**config.mk**
```make
export PLATFORM = sky130hd
export DESIGN_NAME = sire_exec
export DESIGN_NICKNAME = d
export VERILOG_FILES = /design/src/hw/sire_exec.v /design/src/hw/sire_ptr_calc.v
export VERILOG_INCLUDE_DIRS = /design/src /design/src/include
export SDC_FILE = /design/constraint.sdc
export NUM_CORES = 1
export LEC_CHECK = 0
export ABC_AREA = 1
export BUFFER_PORTS_ARGS = -buffer_cell sky130_fd_sc_hd__buf_4
export CAP_MARGIN = 20
export CORE_ASPECT_RATIO = 0.8
export CORE_MARGIN = 3
export CORE_UTILIZATION = 54
export CTS_CLUSTER_SIZE = 28
export DETAILED_ROUTE_END_ITERATION = 8
export GPL_TIMING_DRIVEN = 0
export MAX_ROUTING_LAYER = met4
export PLACE_DENSITY = 0.9
export SYNTH_ARGS = -nofsm -noshare
export SYNTH_HDL_FRONTEND = slang
export SYNTH_SLANG_ARGS = --single-unit
```
**constraint.sdc**
```tcl
create_clock -name core_clk_i -period 2.5 [get_ports core_clk_i]
set_clock_uncertainty 0.15 [all_clocks]
set_input_delay 0.5 -clock core_clk_i [delete_from_list [all_inputs] [get_ports core_clk_i]]
set_output_delay 0.5 -clock core_clk_i [all_outputs]
set_load 0.005 [all_outputs]
```
**src/include/sire_defs.vh**
```
`ifndef SIRE_DEFS_VH
`define SIRE_DEFS_VH

// ----------------------------------------
// Instruction codes
// ----------------------------------------
`define SIRE_OP_W 3
`define SIRE_OP_IDLE 3'h0
`define SIRE_OP_STORE_FILE 3'h1
`define SIRE_OP_STORE_IND 3'h2
`define SIRE_OP_STORE_REL 3'h3
`define SIRE_OP_LOAD_OPTION 3'h4
`define SIRE_OP_SOFT_RESET 3'h5
`define SIRE_OP_INT_RETURN 3'h6
`define SIRE_OP_SUB_RETURN 3'h7

// ----------------------------------------
// Pointer update codes
// ----------------------------------------
`define SIRE_MM_PREINC 2'h0
`define SIRE_MM_PREDEC 2'h1
`define SIRE_MM_POSTINC 2'h2
`define SIRE_MM_POSTDEC 2'h3

// ----------------------------------------
// Widths and reset values
// ----------------------------------------
`define SIRE_PTR_W 16
`define SIRE_FADDR_W 7
`define SIRE_OFS_W 6
`define SIRE_PC_W 15
`define SIRE_PTR_ONE 16'h0001
`define SIRE_PTR_RST 16'h0000
`define SIRE_PC_ONE 15'h0001
`define SIRE_PC_RST 15'h0000
`define SIRE_BYTE_RST 8'h00
`define SIRE_OPTION_RST 8'hff
`define SIRE_GIE_BIT 7
`define SIRE_RI_BIT 0
`define SIRE_CNT_RST 2'h0
`define SIRE_ONE_CYC 2'h1
`define SIRE_TWO_CYC 2'h2

`endif

```
**src/hw/sire_exec.v**
```verilog
// Contract
// [RULE1] Direct store copies accumulator, one cycle
// [RULE2] Indirect store writes via selected pointer
// [RULE3] Update code: preinc, predec, postinc, postdec
// [RULE4] Relative form adds signed offset, pointer kept
// [RULE5] Pre modes adjust first, post after
// [RULE6] Pointers are 16 bits, wrap around
// [RULE7] Indirect store touches no status flag
// [RULE8] Option load copies accumulator, flags kept
// [RULE9] Soft reset resets device, clears flag
// [RULE10] Interrupt return pops stack, sets enable
// [RULE11] Subroutine return pops stack, two cycles
// [RULE12] Idle instruction only advances program counter
`timescale 1ns/1ps
`default_nettype none
`include "sire_defs.vh"

module sire_exec (
    input wire core_clk_i,
    input wire rst_n_i,
    input wire ce_i,
    input wire instr_valid_i,
    input wire [`SIRE_OP_W-1:0] opcode_i,
    input wire [`SIRE_FADDR_W-1:0] file_addr_i,
    input wire ptr_sel_i,
    input wire [1:0] pointer_update_code_i,
    input wire [`SIRE_OFS_W-1:0] offset_i,
    input wire [7:0] acc_i,
    input wire [7:0] status_i,
    input wire [`SIRE_PC_W-1:0] pc_i,
    input wire [`SIRE_PC_W-1:0] stack_top_entry_i,
    input wire [7:0] irq_control_reg_i,
    input wire [7:0] power_control_reg_i,
    input wire ptr_load_i,
    input wire ptr_load_sel_i,
    input wire [`SIRE_PTR_W-1:0] ptr_load_val_i,
    output reg busy_o,
    output reg wr_en_o,
    output reg [`SIRE_PTR_W-1:0] wr_addr_o,
    output reg [7:0] wr_data_o,
    output reg [7:0] status_o,
    output reg [`SIRE_PC_W-1:0] pc_o,
    output reg pc_load_o,
    output reg stack_pop_o,
    output reg [7:0] option_reg_o,
    output reg [7:0] irq_control_reg_o,
    output reg [7:0] power_control_reg_o,
    output reg soft_reset_flag_o,
    output reg soft_reset_req_o,
    output reg [`SIRE_PTR_W-1:0] indirect_pointer0_o,
    output reg [`SIRE_PTR_W-1:0] indirect_pointer1_o
);

    // ----------------------------------------
    // Cycle counter states
    // ----------------------------------------
    localparam ST_IDLE = 1'b0;
    localparam ST_WAIT = 1'b1;

    reg state_reg;
    reg [`SIRE_PTR_W-1:0] ptr_reg [0:1];
    wire [`SIRE_PTR_W-1:0] ptr_cur;
    wire [`SIRE_PTR_W-1:0] eff_addr;
    wire [`SIRE_PTR_W-1:0] ptr_upd;
    wire take;

    assign take = instr_valid_i && (state_reg == ST_IDLE);
    // No storage behind the access port: pointer picks the location
    assign ptr_cur = ptr_reg[ptr_sel_i]; // [RULE2]

    sire_ptr_calc u_calc (
        .ptr_i(ptr_cur),
        .mode_i(pointer_update_code_i),
        .rel_i(opcode_i == `SIRE_OP_STORE_REL),
        .ofs_i(offset_i),
        .addr_o(eff_addr),
        .ptr_next_o(ptr_upd)
    );

    // ----------------------------------------
    // Indirect pointers
    // ----------------------------------------
    genvar gi;
    generate
        for (gi = 0; gi < 2; gi = gi + 1) begin : g_ptr
            always @(posedge core_clk_i or negedge rst_n_i) begin
                if (!rst_n_i) begin
                    ptr_reg[gi] <= `SIRE_PTR_RST;
                end else if (ce_i) begin
                    // Instruction update beats external load
                    if (take && opcode_i == `SIRE_OP_STORE_IND && ptr_sel_i == gi) begin
                        ptr_reg[gi] <= ptr_upd; // [RULE5]
                    end else if (ptr_load_i && ptr_load_sel_i == gi) begin
                        ptr_reg[gi] <= ptr_load_val_i;
                    end
                end
            end
        end
    endgenerate

    // ----------------------------------------
    // Execution
    // ----------------------------------------
    always @(posedge core_clk_i or negedge rst_n_i) begin
        if (!rst_n_i) begin
            state_reg <= ST_IDLE;
            busy_o <= 1'b0;
            wr_en_o <= 1'b0;
            wr_addr_o <= `SIRE_PTR_RST;
            wr_data_o <= `SIRE_BYTE_RST;
            status_o <= `SIRE_BYTE_RST;
            pc_o <= `SIRE_PC_RST;
            pc_load_o <= 1'b0;
            stack_pop_o <= 1'b0;
            option_reg_o <= `SIRE_OPTION_RST;
            irq_control_reg_o <= `SIRE_BYTE_RST;
            power_control_reg_o <= `SIRE_BYTE_RST;
            soft_reset_flag_o <= 1'b0;
            soft_reset_req_o <= 1'b0;
            indirect_pointer0_o <= `SIRE_PTR_RST;
            indirect_pointer1_o <= `SIRE_PTR_RST;
        end else if (ce_i) begin
            wr_en_o <= 1'b0;
            pc_load_o <= 1'b0;
            stack_pop_o <= 1'b0;
            soft_reset_req_o <= 1'b0;
            // Flags pass through unchanged for every op here
            status_o <= status_i; // [RULE7]
            irq_control_reg_o <= irq_control_reg_i;
            power_control_reg_o <= power_control_reg_i;
            soft_reset_flag_o <= power_control_reg_i[`SIRE_RI_BIT];
            indirect_pointer0_o <= ptr_reg[0];
            indirect_pointer1_o <= ptr_reg[1];
            if (state_reg == ST_WAIT) begin
                // Second cycle of a return: pipeline refill
                state_reg <= ST_IDLE;
                busy_o <= 1'b0;
            end else if (take) begin
                pc_o <= pc_i + `SIRE_PC_ONE;
                case (opcode_i)
                    `SIRE_OP_IDLE: begin
                        pc_o <= pc_i + `SIRE_PC_ONE; // [RULE12]
                    end
                    `SIRE_OP_STORE_FILE: begin
                        wr_en_o <= 1'b1; // [RULE1]
                        wr_addr_o <= {{(`SIRE_PTR_W-`SIRE_FADDR_W){1'b0}}, file_addr_i};
                        wr_data_o <= acc_i;
                    end
                    `SIRE_OP_STORE_IND, `SIRE_OP_STORE_REL: begin
                        wr_en_o <= 1'b1; // [RULE2]
                        wr_addr_o <= eff_addr; // [RULE4]
                        wr_data_o <= acc_i;
                    end
                    `SIRE_OP_LOAD_OPTION: begin
                        option_reg_o <= acc_i; // [RULE8]
                    end
                    `SIRE_OP_SOFT_RESET: begin
                        soft_reset_req_o <= 1'b1; // [RULE9]
                        power_control_reg_o[`SIRE_RI_BIT] <= 1'b0; // [RULE9]
                        soft_reset_flag_o <= 1'b0;
                    end
                    `SIRE_OP_INT_RETURN: begin
                        pc_o <= stack_top_entry_i; // [RULE10]
                        pc_load_o <= 1'b1;
                        stack_pop_o <= 1'b1;
                        irq_control_reg_o[`SIRE_GIE_BIT] <= 1'b1; // [RULE10]
                        state_reg <= ST_WAIT;
                        busy_o <= 1'b1;
                    end
                    default: begin
                        pc_o <= stack_top_entry_i; // [RULE11]
                        pc_load_o <= 1'b1;
                        stack_pop_o <= 1'b1;
                        state_reg <= ST_WAIT;
                        busy_o <= 1'b1;
                    end
                endcase
            end
        end
    end

endmodule
`default_nettype wire

```
**src/hw/sire_ptr_calc.v**
```verilog
`timescale 1ns/1ps
`default_nettype none
`include "sire_defs.vh"

module sire_ptr_calc (
    input wire [`SIRE_PTR_W-1:0] ptr_i,
    input wire [1:0] mode_i,
    input wire rel_i,
    input wire [`SIRE_OFS_W-1:0] ofs_i,
    output reg [`SIRE_PTR_W-1:0] addr_o,
    output reg [`SIRE_PTR_W-1:0] ptr_next_o
);

    // ----------------------------------------
    // Effective address and pointer update
    // ----------------------------------------
    wire [`SIRE_PTR_W-1:0] ptr_inc;
    wire [`SIRE_PTR_W-1:0] ptr_dec;
    wire [`SIRE_PTR_W-1:0] ofs_ext;
    // Modulo wrap falls out of the fixed width
    assign ptr_inc = ptr_i + `SIRE_PTR_ONE; // [RULE6]
    assign ptr_dec = ptr_i - `SIRE_PTR_ONE; // [RULE6]
    assign ofs_ext = {{(`SIRE_PTR_W-`SIRE_OFS_W){ofs_i[`SIRE_OFS_W-1]}}, ofs_i};

    always @* begin
        addr_o = ptr_i;
        ptr_next_o = ptr_i;
        if (rel_i) begin
            addr_o = ptr_i + ofs_ext; // [RULE4]
            ptr_next_o = ptr_i; // [RULE4]
        end else begin
            case (mode_i) // [RULE3]
                `SIRE_MM_PREINC: begin
                    addr_o = ptr_inc; // [RULE5]
                    ptr_next_o = ptr_inc;
                end
                `SIRE_MM_PREDEC: begin
                    addr_o = ptr_dec; // [RULE5]
                    ptr_next_o = ptr_dec;
                end
                `SIRE_MM_POSTINC: begin
                    addr_o = ptr_i; // [RULE5]
                    ptr_next_o = ptr_inc;
                end
                default: begin
                    addr_o = ptr_i; // [RULE5]
                    ptr_next_o = ptr_dec;
                end
            endcase
        end
    end

endmodule
`default_nettype wire

```
Word-level counts from Yosys, hierarchy flattened
Index checks and enable logic that the tools add are counted. Widths: inputs -> output; s select.

Bits in registers: 140. Input bits: 103. Output and inout bits: 109. Word-level logic and storage cells: 88.

Add/sub/neg operators: 4. Magnitude comparators: 1. Equal/unequal tests: 9. Muxes and demuxes: 31. Bitwise gates (word level): 4. Reduce and logical (&&, ||, !) cells: 23.

Operator list (number): $mux 16 (10); $pmux 16 s2 (2); $mux 1 (18); $add 16x1->16 const B (1); $add 16x16->16 (1); $sub 16x1->16 const B (1); $add 15x1->15 const B (1); $mux 15 (1); $reduce_and 4->1 (3); $eq 3x3->1 const B (3); $reduce_bool 2->1 (4); $eq 3x2->1 const B (2); $logic_and 1x1->1 (6); $reduce_and 3->1 (2); $reduce_or 6->1 (1); $reduce_and 2->1 (2); $reduce_or 2->1 (2); $eq 3x1->1 const B (1); $logic_not 3->1 (1); $not 1->1 (3); $reduce_or 3->1 (1); $eq 2x1->1 const B (1); $eq 2x2->1 const B (1); $ge 2x2->1 const B (1); other kinds (3) (3).

Logic depth before layout (Yosys ltp)
Depth in word-level cells: 8. Mapped depth: 19. Mapped depth without buffers: 16.

Hierarchy
A second synthesis with hierarchy kept.

Cell total of the unflattened synthesis: 1375. Area total of the unflattened synthesis: 9110.0 um2.

By module, submodules not included: sire_exec (instances 1, cells each 852, area each 6530.0 um2, sequential area each 3488.3 um2); sire_ptr_calc (instances 1, cells each 523, area each 2580.0 um2, sequential area each 0.0 um2).

Worst setup path before layout
Ideal clock, no wire load.

Path type: input-to-reg. From: input port ptr_sel_i. To: register wr_addr_o[8]. Setup time: 66 ps. Arrival: 2544 ps. Data required time: 2284 ps. Slack: -260 ps. Stages: 19. Path buffers: 3. Path through: buf_4 inv_2 buf_6 buf_6 nand2_1 nand2_1 ha_1 inv_1 fa_1 inv_1 nand3_1 nand2_1 nand3_1 a21oi_1 nand2_1 a21o_1 nand3_1 nand3_1 nand2_1.

Longest elaborated chain between the ends: 8. Elaborated cells between the ends (all ways): 10. Classes of those cells: add/sub: 3; mux: 6; bitwise: 1.

Ends and longest elaborated chain: from (decl) (RTL line sire_exec.v:25) `input wire ptr_sel_i,`; $not 1->2 (implied by the code) * (RTL line sire_exec.v:69) `assign ptr_cur = ptr_reg[ptr_sel_i];`; $mux 16 (implied by the code) * (3 in series) (RTL line sire_exec.v:69); $sub 16x1->16 (no line) / $add 16x1->16 (equally long branches); $pmux 16 s2 (RTL line sire_ptr_calc.v:32) `case (mode_i)`; $mux 16 * (RTL line sire_ptr_calc.v:28) `if (rel_i) begin`; $pmux 16 s2 * (RTL line sire_exec.v:140) `case (opcode_i)`; to (signal assigned) (RTL line sire_exec.v:109) `` wr_addr_o <= `SIRE_PTR_RST; ``; to (signal assigned) (RTL line sire_exec.v:146) `` wr_addr_o <= {{(`SIRE_PTR_W-`SIRE_FADDR_W){1'b0}}, file_addr_i}; ``; to (signal assigned) (RTL line sire_exec.v:151) `wr_addr_o <= eff_addr;`; to (decl) (RTL line sire_exec.v:39) `` output reg [`SIRE_PTR_W-1:0] wr_addr_o, ``.

Mark *: on every way between the ends. The rest lies on a longest branch, timed or not. The select of a mux whose other input is x is not followed. A chain may end at the register's enable or synchronous reset.

Final worst setup path
From: register state_reg. To: register ptr_reg[8] (netlist name).

Longest elaborated chain between the ends: 6. Elaborated cells between the ends (all ways): 7. Classes of those cells: mux: 1; bitwise: 1; reduce/logical: 5.

Ends and longest elaborated chain: from (decl) (RTL line sire_exec.v:60) `reg state_reg;`; from (signal assigned) (RTL line sire_exec.v:106) `state_reg <= ST_IDLE;`; from (signal assigned) (RTL line sire_exec.v:136) `state_reg <= ST_IDLE;`; from (signal assigned) (RTL line sire_exec.v:167) `state_reg <= ST_WAIT;`; $not 1->1 (no line) *; $logic_and 1x1->1 * (RTL line sire_exec.v:67) `assign take = instr_valid_i && (state_reg == ST_IDLE);`; $logic_and 1x1->1 (no line) *; $logic_and 1x1->1 * (RTL line sire_exec.v:91) `` if (take && opcode_i == `SIRE_OP_STORE_IND && ptr_sel_i == gi) begin ``; $reduce_bool 2->1 (no line); $reduce_and 2->1 (no line); to (signal, indexed assignment) (RTL line sire_exec.v:88) `` ptr_reg[gi] <= `SIRE_PTR_RST; ``; to (signal, indexed assignment) (RTL line sire_exec.v:92) `ptr_reg[gi] <= ptr_upd;`; to (signal, indexed assignment) (RTL line sire_exec.v:94) `ptr_reg[gi] <= ptr_load_val_i;`; to (decl) (RTL line sire_exec.v:61) `` reg [`SIRE_PTR_W-1:0] ptr_reg [0:1]; ``.

Mark *: on every way between the ends. The rest lies on a longest branch, timed or not.

==> summary.md <==
| Metric | Value |
|---|---|
| Outcome | complete, no violations |
| HP Class | in2reg |
| Count of non-filler cells in the finished layout | 1704 |
| Root buffer cell | sky130_fd_sc_hd__clkbuf_16 |
| Final count of negative-setup-slack endpoints | 0 |
| Max transition margin | around two fifths |
| Global-route total usage across every layer | 37.4% |
| First-pass GRT wire length | about 50 mm |
| Leak Pwr | 0.00585 uW |
| Number of synthesized register bits | 139 |
| Fraction of power consumed by sequential logic | 35.4% |
| Highest-count cells in the layout ignoring fill and taps | 459 x sky130_fd_sc_hd__nand2_1, 217 x sky130_fd_sc_hd__buf_4, 131 x sky130_fd_sc_hd__dfrtp_1, 109 x sky130_fd_sc_hd__o21ai_0, 96 x sky130_fd_sc_hd__nor2_1 |
| Share of the clock period used by the worst path | between 90% and 100% |
| Count of buffers inserted at the top-level ports | 208 |
| Effective utilization at floorplan | 56.2% |
| Commonest register cell after synthesis | sky130_fd_sc_hd__dfrtp_1 |
| CTS clock-pin slew for the worst setup and hold paths | roughly 0.07 ns |
| Max Fclk | 414 MHz |
| Pin count of the biggest net entering global routing | 86 |
| Core Rows | 40 |
| Internal power component | approximately 5300 uW |
| Cell area after synthesis | roughly 0.0086 mm^2 |
| Clk Latency, worst-skew pair | 0.44 ns |
| Worst setup path class | reg2reg |
| Total gr overflow | 0 |
| Std-Cell Core Area | around 0.015 mm^2 |
| Combinational group share of total power | 30.7% |
| Synthesized net count | 1368 |
| Number of enable flip-flop cells after synthesis | 0 |
| Yosys warning count | 0 |
| DR pass1 iterations | 6 |
| Count of endpoints failing hold in the final timing report | 0 |
| Filler cell count | 1167 |
| Number of DRC violations after detailed-routing iteration 0 | 1205 |
| Unrepaired setup endpoints after global routing | true |
| Die Wd | roughly 150 um |
| Initial antenna violation count | 1 |
| Synth area leaders | sky130_fd_sc_hd__dfrtp_1 38%, sky130_fd_sc_hd__nand2_1 21%, sky130_fd_sc_hd__o21ai_0 6.5% |
| Share of synthesized area occupied by flip-flops and latches | between 40 and 50% |
| Proportion of layout cells with a drive suffix above 1 | 22.4% |
| Final critical-path required period | 2.41 ns |
| Overall via count from detail_route | 9914 |
| Power per Cell Area | about 700 mW/mm^2 |
| Number of standard cells after synthesis | 1246 |
| Slew at the pin closest to its max-slew limit | 0.883 ns |
| Number of stages on the worst hold path | 3 |
| TNS Setup | 0 ns |
| Number of H-tree levels | 4 |
| Vias per cell | roughly 5.8 |
| Net switching fraction of the power | 35.3% |
| Worst ir drop on vdd | 0.000557 V |
| Net switching power | 2890 uW |
| Global placement routability congestion | 1.02 |
| CTS sink cnt | approximately 140 |
| DIE HEIGHT | 119 um |
| CP startpoint kind | flip-flop |
| Total detailed-routing wirelength | about 32 mm |
| Share of total power in the clock network | 33.9% |
| Share of the synthesized area in the top cell type | 38.2% |
| Synth async-reset ratio | 100% |
| Vias in the first global route | ~9.3k |
| Mean instance size in the synthesized netlist | between 6 and 7 um^2 |
| Number of buffers on the longest clock path | 2 |
| Post-route DRC | 0 |
| Final net count | around 1.6k |
| Total clock buffers created by CTS | 17 |
| Number of violations of the max-capacitance limit | 0 |
| Count of distinct cell types in the synthesized netlist | 47 |
| Max reg flops | 32 |
| Required time at the endpoint of the critical path | 2.73 ns |
| I/O Pins | 212 |
| Routed length per instance | around 19 um |
| Maximum fanout count along the critical path | 10 |
| Final critical-path setup slack | between 0.08 and 0.09 ns |
| Post-detailed-route count of antenna-violating nets | 0 |
| Count of placed standard cells including taps | 1665 |
| Total Die Area | roughly 0.017 mm^2 |
| Category of the worst setup path capture point | flip-flop |
| Synth area leader | sky130_fd_sc_hd__dfrtp_1 |
| HPWL after detailed placement | 23.4 mm |
| Worst slack at placement | -0.558 ns |
| TritonCTS clock tree | built |
| Area growth from synthesis to layout | 32.5% |
| Most common cell after layout, fill and taps aside | sky130_fd_sc_hd__nand2_1 |
| Worst EP arrival | between 2 and 3 ns |
| Number of cell instances on the worst register-to-register path | 10 |
| Fin. max-slew vios | 0 |
Yosys cell counts (all sizes together) (9+ instances only):
library cell and instances:
nand2 472, dfrtp 131, o21ai 115, nor2 104, inv 102, nand3 93
a21oi 69, clkbuf 32, o211ai 19, ha 18, buf 17, xor2 9
power by group through the flow:
stage / registers [uW] / clock network (uW) / logic (uW)
final: 2900 / 2770 / 2520
after CTS: 2890 / 2750 / 2380
after global routing: 2940 / 2860 / 2750
after floorplan: 2910 / 0 / 1230
after detailed placement: 2910 / 0 / 2340
after global placement: 2900 / 0 / 2280
metal layers:
layer,GRT usage (%),wire (um),up-vias
li1,-,-,4518
met1,48.5,12900,4632
met2,58.4,14900,657
met3,8.36,3550,107
met4,13.1,1140,0
met5,-,0,-
path summary, 6_finish.rpt:
| kind | to | start | slack (ns) |
|---|---|---|---|
| hold / removal | status_o[0] | status_i[0] | 0.11 |
| min in group asynchronous | status_o[5] | rst_n_i | 0.44 |
| max in group asynchronous | indirect_pointer0_o[10] | rst_n_i | 0.94 |
| hold reg to reg | irq_control_reg_o[6] | irq_control_reg_o[6] | 0.33 |
| setup / recovery | ptr_reg[8] | state_reg | 0.09 |
| setup reg to reg | ptr_reg[8] | state_reg | 0.09 |
timing repair:
item,4_1_cts,5_1_grt
pin swaps,1,7
hold buffers,1,0
endpoints found under the hold margin,46,0
buffers inserted,0,5
gates resized for setup,5,46
endpoints found under the setup margin,7,48
metrics by stage:
| stage | instance area [um^2] | hold WS, ns | power [uW] | utilization, % |
|---|---|---|---|---|
| 6_report | 11400 | 0.114 | 8190 | 74.5 |
| 5_1_grt | 11400 | 0.123 | 8550 | 74.5 |
| 4_1_cts | 11200 | 0.115 | 8020 | 73.1 |
| 3_5_place_dp | 10500 | 0.313 | 5250 | 68.7 |
| 3_3_place_gp | 10500 | 0.306 | 5180 | 68.5 |
| 2_1_floorplan | 8640 | 0.0544 | 4140 | - |
kinds of logic (layout without fill, tap and decap cells):
family,count (synthesis),after routing,share of synthesized area [%]
compound gates,224,224,14.4
xor+xnor,14,14,1.43
fa+ha+maj,19,19,2.86
buf+inv,156,403,7.60
flops,139,139,40.7
other cells,0,1,0
simple gates,694,694,33.0
area by class of cell:
class / count / area (um^2) / share of cell area, %
flip-flops and latches: 139 / 3490 / 30.7
well taps: 210 / 263 / 2.31
diodes: 1 / 2.50 / 0.0220
repair buffers: 215 / 1640 / 14.4
multi-input cells: 951 / 4650 / 40.9
clock buffers: 17 / 425 / 3.74
plain buffers: 49 / 275 / 2.42
clock inverters: 15 / 206 / 1.82
inverters: 107 / 418 / 3.68
worst max-delay path, cell delays in order (launching register included):
cell and delay (ns):
sky130_fd_sc_hd__dfrtp_1 0.42, sky130_fd_sc_hd__inv_1 0.10, sky130_fd_sc_hd__nand2_1 0.18, sky130_fd_sc_hd__inv_1 0.16, sky130_fd_sc_hd__nand3_2 0.27, sky130_fd_sc_hd__nand2_1 0.13, sky130_fd_sc_hd__nand2_1 0.27, sky130_fd_sc_hd__inv_4 0.21
sky130_fd_sc_hd__clkbuf_4 0.25, sky130_fd_sc_hd__o211ai_1 0.15, sky130_fd_sc_hd__nand2_1 0.08
No activity file was read; power rests on OpenSTA's default activity.
